===== config.mk =====
export PLATFORM = sky130hd
export DESIGN_NAME = hap_port
export DESIGN_NICKNAME = d
export VERILOG_FILES = /design/src/hap_pkg.sv /design/src/hap_sync.sv /design/src/hap_port.sv
export VERILOG_INCLUDE_DIRS = /design/src
export SDC_FILE = /design/constraint.sdc
export NUM_CORES = 1
export LEC_CHECK = 0
export ABC_CLOCK_PERIOD_IN_PS = 5000
export BUFFER_PORTS_ARGS = -buffer_cell sky130_fd_sc_hd__buf_2
export CORE_MARGIN = 1
export CORE_UTILIZATION = 55
export CTS_CLUSTER_DIAMETER = 40
export DETAILED_ROUTE_END_ITERATION = 10
export PLACE_DENSITY = 0.77
export SYNTH_ARGS = -nofsm -noshare
export SYNTH_HDL_FRONTEND = slang
export SYNTH_HIERARCHICAL = 1
export SYNTH_SLANG_ARGS = --single-unit

===== constraint.sdc =====
create_clock -name clock -period 5 [get_ports clock]
set_input_delay 0.25 -clock clock [delete_from_list [all_inputs] [get_ports clock]]
set_output_delay 0.25 -clock clock [all_outputs]
set_load 0.05 [all_outputs]

===== src/hap_defines.svh =====
`ifndef HAP_DEFINES_SVH
`define HAP_DEFINES_SVH

// Host word address width and local bus width
`define HAP_ADDR_W 27
`define HAP_LAD_W 32
// Zero pad that lifts a word address onto the local bus
`define HAP_LAD_PAD 5'h0
// I/O register window: top address bits equal to the tag
`define HAP_IO_HI 26
`define HAP_IO_LO 6
`define HAP_IO_TAG 21'h1FFFFF
// I/O register index field inside the window
`define HAP_IO_IDX_HI 5
`define HAP_IO_IDX_LO 0
// Block mode walks one word per prefetch
`define HAP_ADDR_STEP 27'h0000001
// Width of the bundle of host pins passed through the synchroniser
`define HAP_SYNC_W 30

`endif


===== src/hap_pkg.sv =====
`include "hap_defines.svh"

package hap_pkg;

   // Quarter cycle of the internal machine cycle, one clock each
   typedef enum logic [3:0] {
      Q1 = 4'h1,
      Q2 = 4'h2,
      Q3 = 4'h4,
      Q4 = 4'h8
   } hap_quarter_t;

   // Kind of local memory cycle running in the current machine cycle
   typedef enum logic [3:0] {
      CY_IDLE = 4'h1,
      CY_READ = 4'h2,
      CY_WRITE = 4'h4,
      CY_PREF = 4'h8
   } hap_cycle_t;

   // Host access mode
   typedef enum logic [1:0] {
      MODE_RANDOM = 2'h0,
      MODE_BLOCK = 2'h1,
      MODE_RMW = 2'h2
   } hap_mode_t;

   // Strobes towards the local bus and the external latches
   typedef struct packed {
      logic dataLatchStrobe;
      logic dirOutEn_n;
      logic dirInEn_n;
      logic latchOutEn_n;
      logic addrLatch_n;
      logic transferOutEn_n;
      logic colStrobe_n;
      logic writeEnable_n;
      logic ladOutEn_n;
      logic ioReadStrobe;
      logic ioWriteStrobe;
   } hap_pins_t;

   // Whole state of the port
   typedef struct packed {
      hap_quarter_t quarter;
      hap_cycle_t cycle;
      logic cycIo;
      logic [`HAP_ADDR_W-1:0] cycAddr;
      logic [`HAP_ADDR_W-1:0] hostAddr;
      logic [`HAP_ADDR_W-1:0] lastAddr;
      logic [`HAP_ADDR_W-1:0] prefAddr;
      logic prefValid;
      logic prefPending;
      logic served;
      logic servedWrite;
      logic reqPrev;
      logic csPrev_n;
      logic ready;
      hap_pins_t pins;
      logic [`HAP_LAD_W-1:0] ladOut;
      logic [`HAP_LAD_W-1:0] ioWriteData;
   } hap_state_t;

endpackage


===== src/hap_sync.sv =====
// Two-stage synchroniser for a bundle of asynchronous host pins
module hap_sync #(
   parameter int W = 1,
   parameter logic [W-1:0] INIT = '0
) (
   // Clock and reset
   input wire logic clock,
   input wire logic rstn,
   // Raw and synchronised levels
   input wire logic [W-1:0] din,
   output logic [W-1:0] dout
);

   // First stage, read only by the second stage
   logic [W-1:0] meta;

   // Both stages load the idle level under reset
   always_ff @(posedge clock or negedge rstn) begin
      if (!rstn) begin
         meta <= INIT;
         dout <= INIT;
      end else begin
         meta <= din;
         dout <= meta;
      end
   end

endmodule


===== src/hap_port.sv =====
`include "hap_defines.svh"

// Operation
// Sample host request at Q4, cycle at Q1
// Late request waits for the next Q4
// Host drops select on ready, reasserts before Q4
// Read ready at Q2, latch strobe at Q4
// Block mode prefetches next word on release
// Block mode prefetches on strobe or select release
// Prefetch address hit gives immediate ready
// Read-modify-write reads location after write release
// I/O read suppresses transfer and column strobes
// I/O read enables outbound buffer direction
// I/O registers reachable in every mode
// First write gets ready immediately
// Second write waits for memory write completion
// Inbound buffer direction held through write cycle
// Write cycle ends at Q4, strobes return high
// Host latches new write data after Q4
// Ready low until data or buffer available
module hap_port
   import hap_pkg::*;
(
   // Clock and reset
   input wire logic clock,
   input wire logic rstn,
   // Host pins, asynchronous to the clock
   input wire logic host_select_n,
   input wire logic host_read_strobe_n,
   input wire logic host_write_strobe_n,
   input wire logic [`HAP_ADDR_W-1:0] hostAddr,
   // Host handshake and external latch control
   output logic host_ready,
   output logic host_data_latch_strobe,
   output logic host_latch_out_en_n,
   output logic buffer_dir_out_en_n,
   output logic buffer_dir_in_en_n,
   // Local memory strobes
   output logic addr_latch_strobe_n,
   output logic transfer_out_en_n,
   output logic colStrobe_n,
   output logic writeEnable_n,
   // Local address/data bus, split into three signals
   input wire logic [`HAP_LAD_W-1:0] local_addr_data_bus_in,
   output logic [`HAP_LAD_W-1:0] local_addr_data_bus_out,
   output logic local_addr_data_bus_oe_n,
   // Access mode from the processor core
   input wire hap_mode_t accessMode,
   // Internal I/O register port
   input wire logic [`HAP_LAD_W-1:0] ioReadData,
   output logic ioReadStrobe,
   output logic ioWriteStrobe,
   output logic [`HAP_IO_IDX_HI:0] ioIndex,
   output logic [`HAP_LAD_W-1:0] ioWriteData
);

   // Registered and next state
   hap_state_t s;
   hap_state_t next_s;
   // Synchronised host pins
   logic [`HAP_SYNC_W-1:0] syncIn;
   logic [`HAP_SYNC_W-1:0] syncOut;
   logic csS_n;
   logic rdS_n;
   logic wrS_n;
   logic [`HAP_ADDR_W-1:0] addrS;
   // Decoded host request
   logic reqActive;
   logic reqWrite;
   logic csFall;
   logic [`HAP_ADDR_W-1:0] curAddr;

   // True when a word address falls in the I/O register window
   function automatic logic isIo(input logic [`HAP_ADDR_W-1:0] a);
      isIo = (a[`HAP_IO_HI:`HAP_IO_LO] == `HAP_IO_TAG);
   endfunction

   // Pin levels for one quarter of a given cycle kind
   function automatic hap_pins_t phasePins(input hap_cycle_t c,
                                           input logic io,
                                           input hap_quarter_t q);
      logic act;
      logic rdLike;
      logic mid;
      act = (c != CY_IDLE);
      rdLike = (c == CY_READ) || (c == CY_PREF);
      mid = (q == Q2) || (q == Q3);
      // Address latch and host latch enable rise at Q4 -
      phasePins.addrLatch_n = !(act && q != Q4);
      phasePins.latchOutEn_n = !(c == CY_WRITE && q != Q4);
      // I/O cycles never touch column, transfer or write strobes -
      phasePins.colStrobe_n = !(act && mid && !io);
      phasePins.transferOutEn_n = !(rdLike && mid && !io);
      phasePins.writeEnable_n = !(c == CY_WRITE && mid && !io);
      // Read data reaches the host latches only at Q4 -
      phasePins.dataLatchStrobe = rdLike && q == Q4;
      // Register data flows outward on an I/O read -
      phasePins.dirOutEn_n = !(rdLike && io && q != Q1);
      // Inbound direction held for the whole write cycle -
      phasePins.dirInEn_n = !(c == CY_WRITE);
      // Device drives the address in Q1, register data after it
      phasePins.ladOutEn_n = !(act && (q == Q1 || (rdLike && io)));
      phasePins.ioReadStrobe = rdLike && io && q == Q1;
      phasePins.ioWriteStrobe = (c == CY_WRITE) && io && q == Q3;
   endfunction

   // Idle pin levels under reset
   localparam hap_pins_t PINS_IDLE = '{
      dataLatchStrobe: 1'b0, dirOutEn_n: 1'b1, dirInEn_n: 1'b1,
      latchOutEn_n: 1'b1, addrLatch_n: 1'b1, transferOutEn_n: 1'b1,
      colStrobe_n: 1'b1, writeEnable_n: 1'b1, ladOutEn_n: 1'b1,
      ioReadStrobe: 1'b0, ioWriteStrobe: 1'b0};

   // Address travels with the strobes; it must be steady while select
   // is low, so a skewed capture cannot mix two addresses
   assign syncIn = {host_select_n, host_read_strobe_n,
                    host_write_strobe_n, hostAddr};

   // Host pins pass two flops before any decode
   hap_sync #(
      .W(`HAP_SYNC_W),
      .INIT({3'h7, {`HAP_ADDR_W{1'b0}}})
   ) u_sync (
      .clock(clock),
      .rstn(rstn),
      .din(syncIn),
      .dout(syncOut)
   );

   assign {csS_n, rdS_n, wrS_n, addrS} = syncOut;
   assign reqActive = !csS_n && (!rdS_n || !wrS_n);
   assign reqWrite = !wrS_n;
   assign csFall = s.csPrev_n && !csS_n;
   assign curAddr = csFall ? addrS : s.hostAddr;

   // Next-state logic for the whole port
   always_comb begin
      logic hitOk;
      logic [`HAP_ADDR_W-1:0] pAddr;
      hitOk = 1'b0;
      pAddr = '0;
      next_s = s;
      next_s.reqPrev = reqActive;
      next_s.csPrev_n = csS_n;
      // Quarters rotate every clock
      case (s.quarter)
         Q1: next_s.quarter = Q2;
         Q2: next_s.quarter = Q3;
         Q3: next_s.quarter = Q4;
         Q4: next_s.quarter = Q1;
         default: next_s.quarter = Q1;
      endcase
      // Address taken on the falling edge of select
      if (csFall) begin
         next_s.hostAddr = addrS;
      end
      // Ready only stands while the host keeps its request -
      next_s.ready = s.ready && reqActive;
      // Host release arms a prefetch in block or rmw mode
      if (s.reqPrev && !reqActive) begin
         next_s.served = 1'b0;
         if (s.served && !s.servedWrite && accessMode == MODE_BLOCK) begin
            next_s.prefPending = 1'b1;
            next_s.prefValid = 1'b0;
            next_s.prefAddr = s.lastAddr + `HAP_ADDR_STEP;
         end else if (s.served && s.servedWrite &&
                      accessMode == MODE_RMW) begin
            next_s.prefPending = 1'b1;
            next_s.prefValid = 1'b0;
            next_s.prefAddr = s.lastAddr;
         end
      end
      // Prefetched word already latched: answer on select fall
      if (csFall && !rdS_n && wrS_n && !s.served && s.prefValid &&
          accessMode == MODE_BLOCK && addrS == s.prefAddr) begin
         next_s.ready = 1'b1;
         next_s.served = 1'b1;
         next_s.servedWrite = 1'b0;
         next_s.lastAddr = addrS;
      end
      // Read ready appears at the start of Q2 -
      if (s.quarter == Q1 && s.cycle == CY_READ) begin
         next_s.ready = 1'b1;
      end
      // Machine cycle boundary: requests other than prefetch hits on select fall are taken here. A request
      // that missed setup is simply seen at the following Q4 -
      if (s.quarter == Q4) begin
         next_s.cycle = CY_IDLE;
         if (s.cycle == CY_PREF) begin
            next_s.prefValid = 1'b1;
         end
         // A prefetch finishing now also counts as a hit
         hitOk = (s.prefValid || s.cycle == CY_PREF) &&
                 accessMode == MODE_BLOCK && curAddr == s.prefAddr;
         if (reqActive && !s.served && !csFall) begin
            next_s.served = 1'b1;
            next_s.lastAddr = curAddr;
            next_s.servedWrite = reqWrite;
            if (reqWrite) begin
               // Any running cycle ends at this Q4, so the buffer is
               // free and ready rises now -
               next_s.cycle = CY_WRITE;
               next_s.ready = 1'b1;
               next_s.prefValid = 1'b0;
               next_s.prefPending = 1'b0;
            end else if (hitOk && !isIo(curAddr)) begin
               next_s.ready = 1'b1;
            end else begin
               next_s.cycle = CY_READ;
            end
            next_s.cycAddr = curAddr;
            next_s.cycIo = isIo(curAddr);
         end else if (next_s.prefPending) begin
            // Host demand goes first; prefetch uses an idle cycle
            pAddr = next_s.prefAddr;
            next_s.cycle = CY_PREF;
            next_s.prefPending = 1'b0;
            next_s.cycAddr = pAddr;
            next_s.cycIo = isIo(pAddr);
         end
      end
      // Pins follow the cycle and quarter about to start
      next_s.pins = phasePins(next_s.cycle, next_s.cycIo, next_s.quarter);
      // Address in Q1, register data on an I/O read
      if (next_s.quarter == Q1) begin
         next_s.ladOut = {`HAP_LAD_PAD, next_s.cycAddr};
      end else begin
         next_s.ladOut = ioReadData;
      end
      // I/O write data is taken from the inbound buffers
      if (next_s.pins.ioWriteStrobe) begin
         next_s.ioWriteData = local_addr_data_bus_in;
      end
   end

   // State register; every field idle under reset
   always_ff @(posedge clock or negedge rstn) begin
      if (!rstn) begin
         s.quarter <= Q1;
         s.cycle <= CY_IDLE;
         s.cycIo <= 1'b0;
         s.cycAddr <= '0;
         s.hostAddr <= '0;
         s.lastAddr <= '0;
         s.prefAddr <= '0;
         s.prefValid <= 1'b0;
         s.prefPending <= 1'b0;
         s.served <= 1'b0;
         s.servedWrite <= 1'b0;
         s.reqPrev <= 1'b0;
         s.csPrev_n <= 1'b1;
         s.ready <= 1'b0;
         s.pins <= PINS_IDLE;
         s.ladOut <= '0;
         s.ioWriteData <= '0;
      end else begin
         s <= next_s;
      end
   end

   // Outputs straight from the state register
   assign host_ready = s.ready;
   assign host_data_latch_strobe = s.pins.dataLatchStrobe;
   assign host_latch_out_en_n = s.pins.latchOutEn_n;
   assign buffer_dir_out_en_n = s.pins.dirOutEn_n;
   assign buffer_dir_in_en_n = s.pins.dirInEn_n;
   assign addr_latch_strobe_n = s.pins.addrLatch_n;
   assign transfer_out_en_n = s.pins.transferOutEn_n;
   assign colStrobe_n = s.pins.colStrobe_n;
   assign writeEnable_n = s.pins.writeEnable_n;
   assign local_addr_data_bus_out = s.ladOut;
   assign local_addr_data_bus_oe_n = s.pins.ladOutEn_n;
   assign ioReadStrobe = s.pins.ioReadStrobe;
   assign ioWriteStrobe = s.pins.ioWriteStrobe;
   assign ioIndex = s.cycAddr[`HAP_IO_IDX_HI:`HAP_IO_IDX_LO];
   assign ioWriteData = s.ioWriteData;

endmodule


# --- After elaboration in Yosys (flattened, before gate mapping) ---
# Cells that the tools add are included.
totals:
  regBits: 259
  latchBits: 0
  ramBits: 0
  rom_bits: 0
  inputBits: 98
  output_inout_bits: 82
  word_cells: 136
  n_memories: 0
classes:
  n_addsub: 1
  mul: 0
  div: 0
  n_lt_le_gt_ge: 0
  eq_ne: 22
  shift: 0
  mux: 27
  bitwise_logic: 0
  reduce_logical: 57
op_table:
  columns: ["cell", "n"]
  rows:
  - ["32-bit 2-to-1 mux", 4]
  - ["27-bit 2-to-1 mux", 4]
  - ["29-bit 2-to-1 mux", 2]
  - ["27-bit == test", 2]
  - ["21-bit == test (second input constant)", 2]
  - ["1-bit logical AND", 35]
  - ["30-bit 2-to-1 mux", 1]
  - ["27-bit by 1-bit adder with 27-bit output (second input constant)", 1]
  - ["1-bit zero test", 17]
  - ["4-bit by 2-bit == test with 1-bit output (second input constant)", 4]
  - ["4-bit == test (second input constant)", 4]
  - ["4-bit by 3-bit == test with 1-bit output (second input constant)", 3]
  - ["4-bit case mux with 3 select lines", 1]
  - ["1-bit 2-to-1 mux", 9]
  - ["4-bit by 1-bit == test with 1-bit output (second input constant)", 2]
  - ["2-bit 2-to-1 mux", 4]
  - ["4-bit 2-to-1 mux", 2]
  - ["4-bit by 1-bit inequality test with 1-bit output (second input constant)", 2]
  - ["1-bit logical OR", 5]
  - ["4-bit inequality test (second input constant)", 1]
  - ["2-bit by 1-bit == test with 1-bit output (second input constant)", 1]
  - ["2-bit == test (second input constant)", 1]

# --- Longest topological paths before layout ---
logic_depth:
  ltp_word: 16
  mapped_depth: 13
  ltp_nobuf: 10

# --- By module ---
# Netlist, hierarchy kept.
modules_own_cells:
  columns: ["mod", "n_inst", "cells_per_inst", "area_per_inst_um2", "seq_area_each_um2"]
  rows:
  - ["hap_port", 1, 1093, 10755.3, 4993.5]
  - ["hap_sync", 1, 60, 1508.9, 1508.9]

# --- Least setup slack after synthesis ---
# OpenSTA, ideal clock, no wires.
synth_path:
  path_type: "register to register"
  startpoint: "register s[109] (netlist bit)"
  endpoint: "register, netlist name ioWriteData[10]"
  setup_time_ns: 0.125
  arrival_time_ns: 2.910
  required_ns: 4.875
  setup_slack_ns: 1.965
  stages_incl_launch_ff: 12
  path_buffers: 1
  period_less_slack_ns: 3.035
  path_cell_list: "dfrtp_1 -> ha_1 -> and3_1 -> nand2_4 -> or4_1 -> a21o_1 -> a221oi_2 -> nand4_1 -> nor4_4 -> o21ai_2 -> buf_6 -> mux2_4"
synth_via:
  elab_chain_len: 9
synth_lines:
  columns: ["item", "line_no", "text"]
  rows:
  - ["start, declared", "hap_port.sv:58", "hap_state_t s;"]
  - ["start signal, assigned", "hap_port.sv:257", "s <= next_s;"]
  - ["27-bit by 1-bit adder with 27-bit output (no source line)", null, null]
  - ["29-bit 2-to-1 mux", "hap_port.sv:162", "if (s.served && !s.servedWrite && accessMode == MODE_BLOCK) begin"]
  - ["30-bit 2-to-1 mux", "hap_port.sv:160", "if (s.reqPrev && !reqActive) begin"]
  - ["21-bit == test (no source line)", null, null]
  - ["32-bit 2-to-1 mux", "hap_port.sv:213", "end else if (next_s.prefPending) begin"]
  - ["32-bit 2-to-1 mux", "hap_port.sv:195", "if (reqActive && !s.served && !csFall) begin"]
  - ["32-bit 2-to-1 mux", "hap_port.sv:187", "if (s.quarter == Q4) begin"]
  - ["1-bit logical AND (2 in series)", "hap_port.sv:104", "phasePins.ioWriteStrobe = (c == CY_WRITE) && io && q == Q3;"]
# Every way passes these cells.
# A chain may end at the register's enable or synchronous reset.

==> run_results.csv <==
group,metric,value,unit
status,status,"finished, final reports clean",
timing,tns,0,ps
timing,setup_violations,0,
layout,final_cell_mix,"dfrtp_1, buf_2, nand2_1, dlygate4sd3_1, nor2_1",
yosys,syn_area_per_cell,10.6,µm²
worst_setup_path,critical_path_arrival,4800,ps
yosys,synth-edff-count,0,
clocking,clock-sinks,259,
grt,antenna_found_initial,0,
floorplan,chipWidth,151,µm
layout,layout_commonest_cell,"dfrtp_1",
layout,nets,1470,
yosys,syn-num-nets,1252,
layout,fillCellCount,1591,
layout,register_area,6500,µm²
min_path,hp-class,"reg2reg",
pwr,power.density,465,nW/µm²
route,wire_per_inst,23.7,µm
route,highest_layer,"met4",
grt,grt_max_degree,128,
timing,rsz0062_at_grt,"no",
clocking,clockBufferDepth,3,
worst_setup_path,worstSetupStartpointType,"flip-flop",
route,first_iter_violations,1148,
worst_setup_path,crit_required,5460,ps
route,dr_wl_met2,18800,µm
route,postRouteWirelength,39700,µm
floorplan,coreArea,21800,µm²
clocking,cts.clk_slew.worst_paths,60,ps
yosys,synth.distinct_cells,78,
yosys,syn-cell-area,12300,µm²
placement,finalWeightedCongestion,1.06,
layout,syn2layout_area_growth,24.0,%
worst_setup_path,cp_max_fo,28,
grt,grt_usage,35.5,%
route,drc_errors,0,
clocking,numCtsBuffers,37,
yosys,synthCells,1153,
timing,period_share,86.9,%
clocking,tritoncts,"done",
grt,grt_pass1_vias,10100,
route,viasPerCell,6.09,
flow_run,cap_violations,0,
yosys,synthArstFlopShare,100,%
clocking,htreeDepth,2,
route,ant_nets,0,
timing,slew_headroom,24.9,%
clocking,cts_resized,0,
layout,diodes,0,
floorplan,dieArea,22900,µm²
timing,drv_slew,0,
placement,portBuffers,179,
layout,multi_input_area,4900,µm²
grt,grt_overflow_total,0,
route,dr.pass1.iters,5,
route,routed-wl-met3,3600,µm
timing,final-hold-violation-count,0,
timing,tightest_slew,1120,ps
yosys,yosysWarnings,6,
pwr,p_leak,7.12,nW
floorplan,std_cell_rows,54,
yosys,yosysSeqAreaShare,53.0,%
timing,clock.fmax,0.230,GHz
yosys,synth-seq-cells,259,
layout,drive_gt1_share,26.5,%
pwr,peakVddDrop,0.353,mV
pwr,p_total,7.07,mW
timing,finalClockSkew,17.3,ps
timing,period_needed,4350,ps
route,via_count,10200,
placement,post-dp-hpwl,26700,µm
grt,grt_pass1_wl,59600,µm
clocking,clock-root-buffer,"clkbuf_16",
worst_setup_path,path_class,"reg2reg",
clocking,clk_latency,520,ps
worst_setup_path,endpoint_kind,"flip-flop",
floorplan,start_util,56.2,%
floorplan,num_io_pins,180,
floorplan,die_h,151,µm
yosys,synth_ff_type,"dfrtp_1",
route,wl_met1,15400,µm
## kinds of logic (layout without fill, tap and decap cells)
kind of cell	after synthesis	after routing	synth area share, %
adder cells (fa/ha/maj)	1	1	0.102
XOR/XNOR	38	38	2.71
AO/OA/AOI/OAI	202	202	10.8
flip-flops	259	259	53.0
multiplexers	88	88	8.70
buffers and inverters	154	399	7.22
AND/OR/NAND/NOR	411	411	17.4
## through the flow
| step | hold WS, ps | instances | utilization [%] | area [µm²] | setup slack (ps) |
|---|---|---|---|---|---|
| 2_1_floorplan | -45.6 | 1153 | - | 12300 | 1960 |
| 3_3_place_gp | 333 | 1517 | 59.4 | 13000 | 937 |
| 3_5_place_dp | 337 | 1517 | 59.4 | 13000 | 934 |
| 4_1_cts | 346 | 1678 | 69.7 | 15200 | 827 |
| 5_1_grt | 353 | 1678 | 69.7 | 15200 | 459 |
| 6_report | 344 | 1678 | 69.7 | 15200 | 653 |
## final timing paths
check,start,to,depth (start not counted),slack [ps]
max reg2reg,u_sync/dout[29],colStrobe_n,10,650
max in group asynchronous,rstn,s[99],3,3330
max,u_sync/dout[29],colStrobe_n,10,650
min in group asynchronous,rstn,local_addr_data_bus_out[30],2,410
min,u_sync/meta[18],u_sync/dout[18],0,340
min reg2reg,u_sync/meta[18],u_sync/dout[18],0,340
## state kept, by name (all words and copies together) (netlist names), 6 cells and up
signal                   flops
u_sync/meta                 30
ioWriteData                 32
local_addr_data_bus_out     32
u_sync/dout                 30
s                          117
ioIndex                      6
## metal layers
metal | track usage (%) | vias up
met5 | 0 | -
met3 | 7.02 | 152
li1 | - | 4454
met2 | 56.1 | 620
met4 | 16.3 | 0
met1 | 47.1 | 4989
## power by group
part	leakage, nW	switching, mW	internal, mW
Combinational	3.36	1.03	0.516
Clock	0.614	1.03	1.66
Sequential	3.15	0.389	2.44
Total	7.12	2.45	4.62
## worst max-delay path, stage by stage (launching register included)
cell	delay (ps)
dfstp_2	560
nand2b_2	640
buf_4	300
mux2i_1	540
nor2_1	120
a2111oi_0	390
nand4_1	160
nor4_1	510
o21bai_1	220
nor4b_1	590
or3b_2	240
## cell usage after synthesis, types with 17 or more instances
cell	count	area, µm²
clkbuf_1	31	116
nand4_1	29	181
a21oi_1	42	210
buf_4	72	541
mux2_2	33	372
xor2_1	18	158
nor2b_1	20	125
nor3_1	21	105
o22ai_1	20	125
nor2_1	62	233
dfstp_2	17	447
dfrtp_1	242	6060
inv_1	34	128
nand2_1	138	518
mux2_4	29	435
o21ai_0	58	290
xnor2_1	20	175
mux2i_1	26	260
nand3_1	34	170
## final cells by class
cell class                      instances  share of cell area, %
Tap cell                              280                   2.30
Clock buffer                           42                   6.48
Multi-Input combinational cell        740                   32.2
Sequential cell                       259                   42.8
Inverter                               34                  0.839
Clock inverter                         24                   1.96
Timing Repair Buffer                  299                   13.4
## timing repair
item / in CTS / in global routing
hold buffers: 95 / 0
buffers inserted: 0 / 0
endpoints found under the hold margin: 203 / 0
Note: power is estimated with default switching activity, not from simulation.
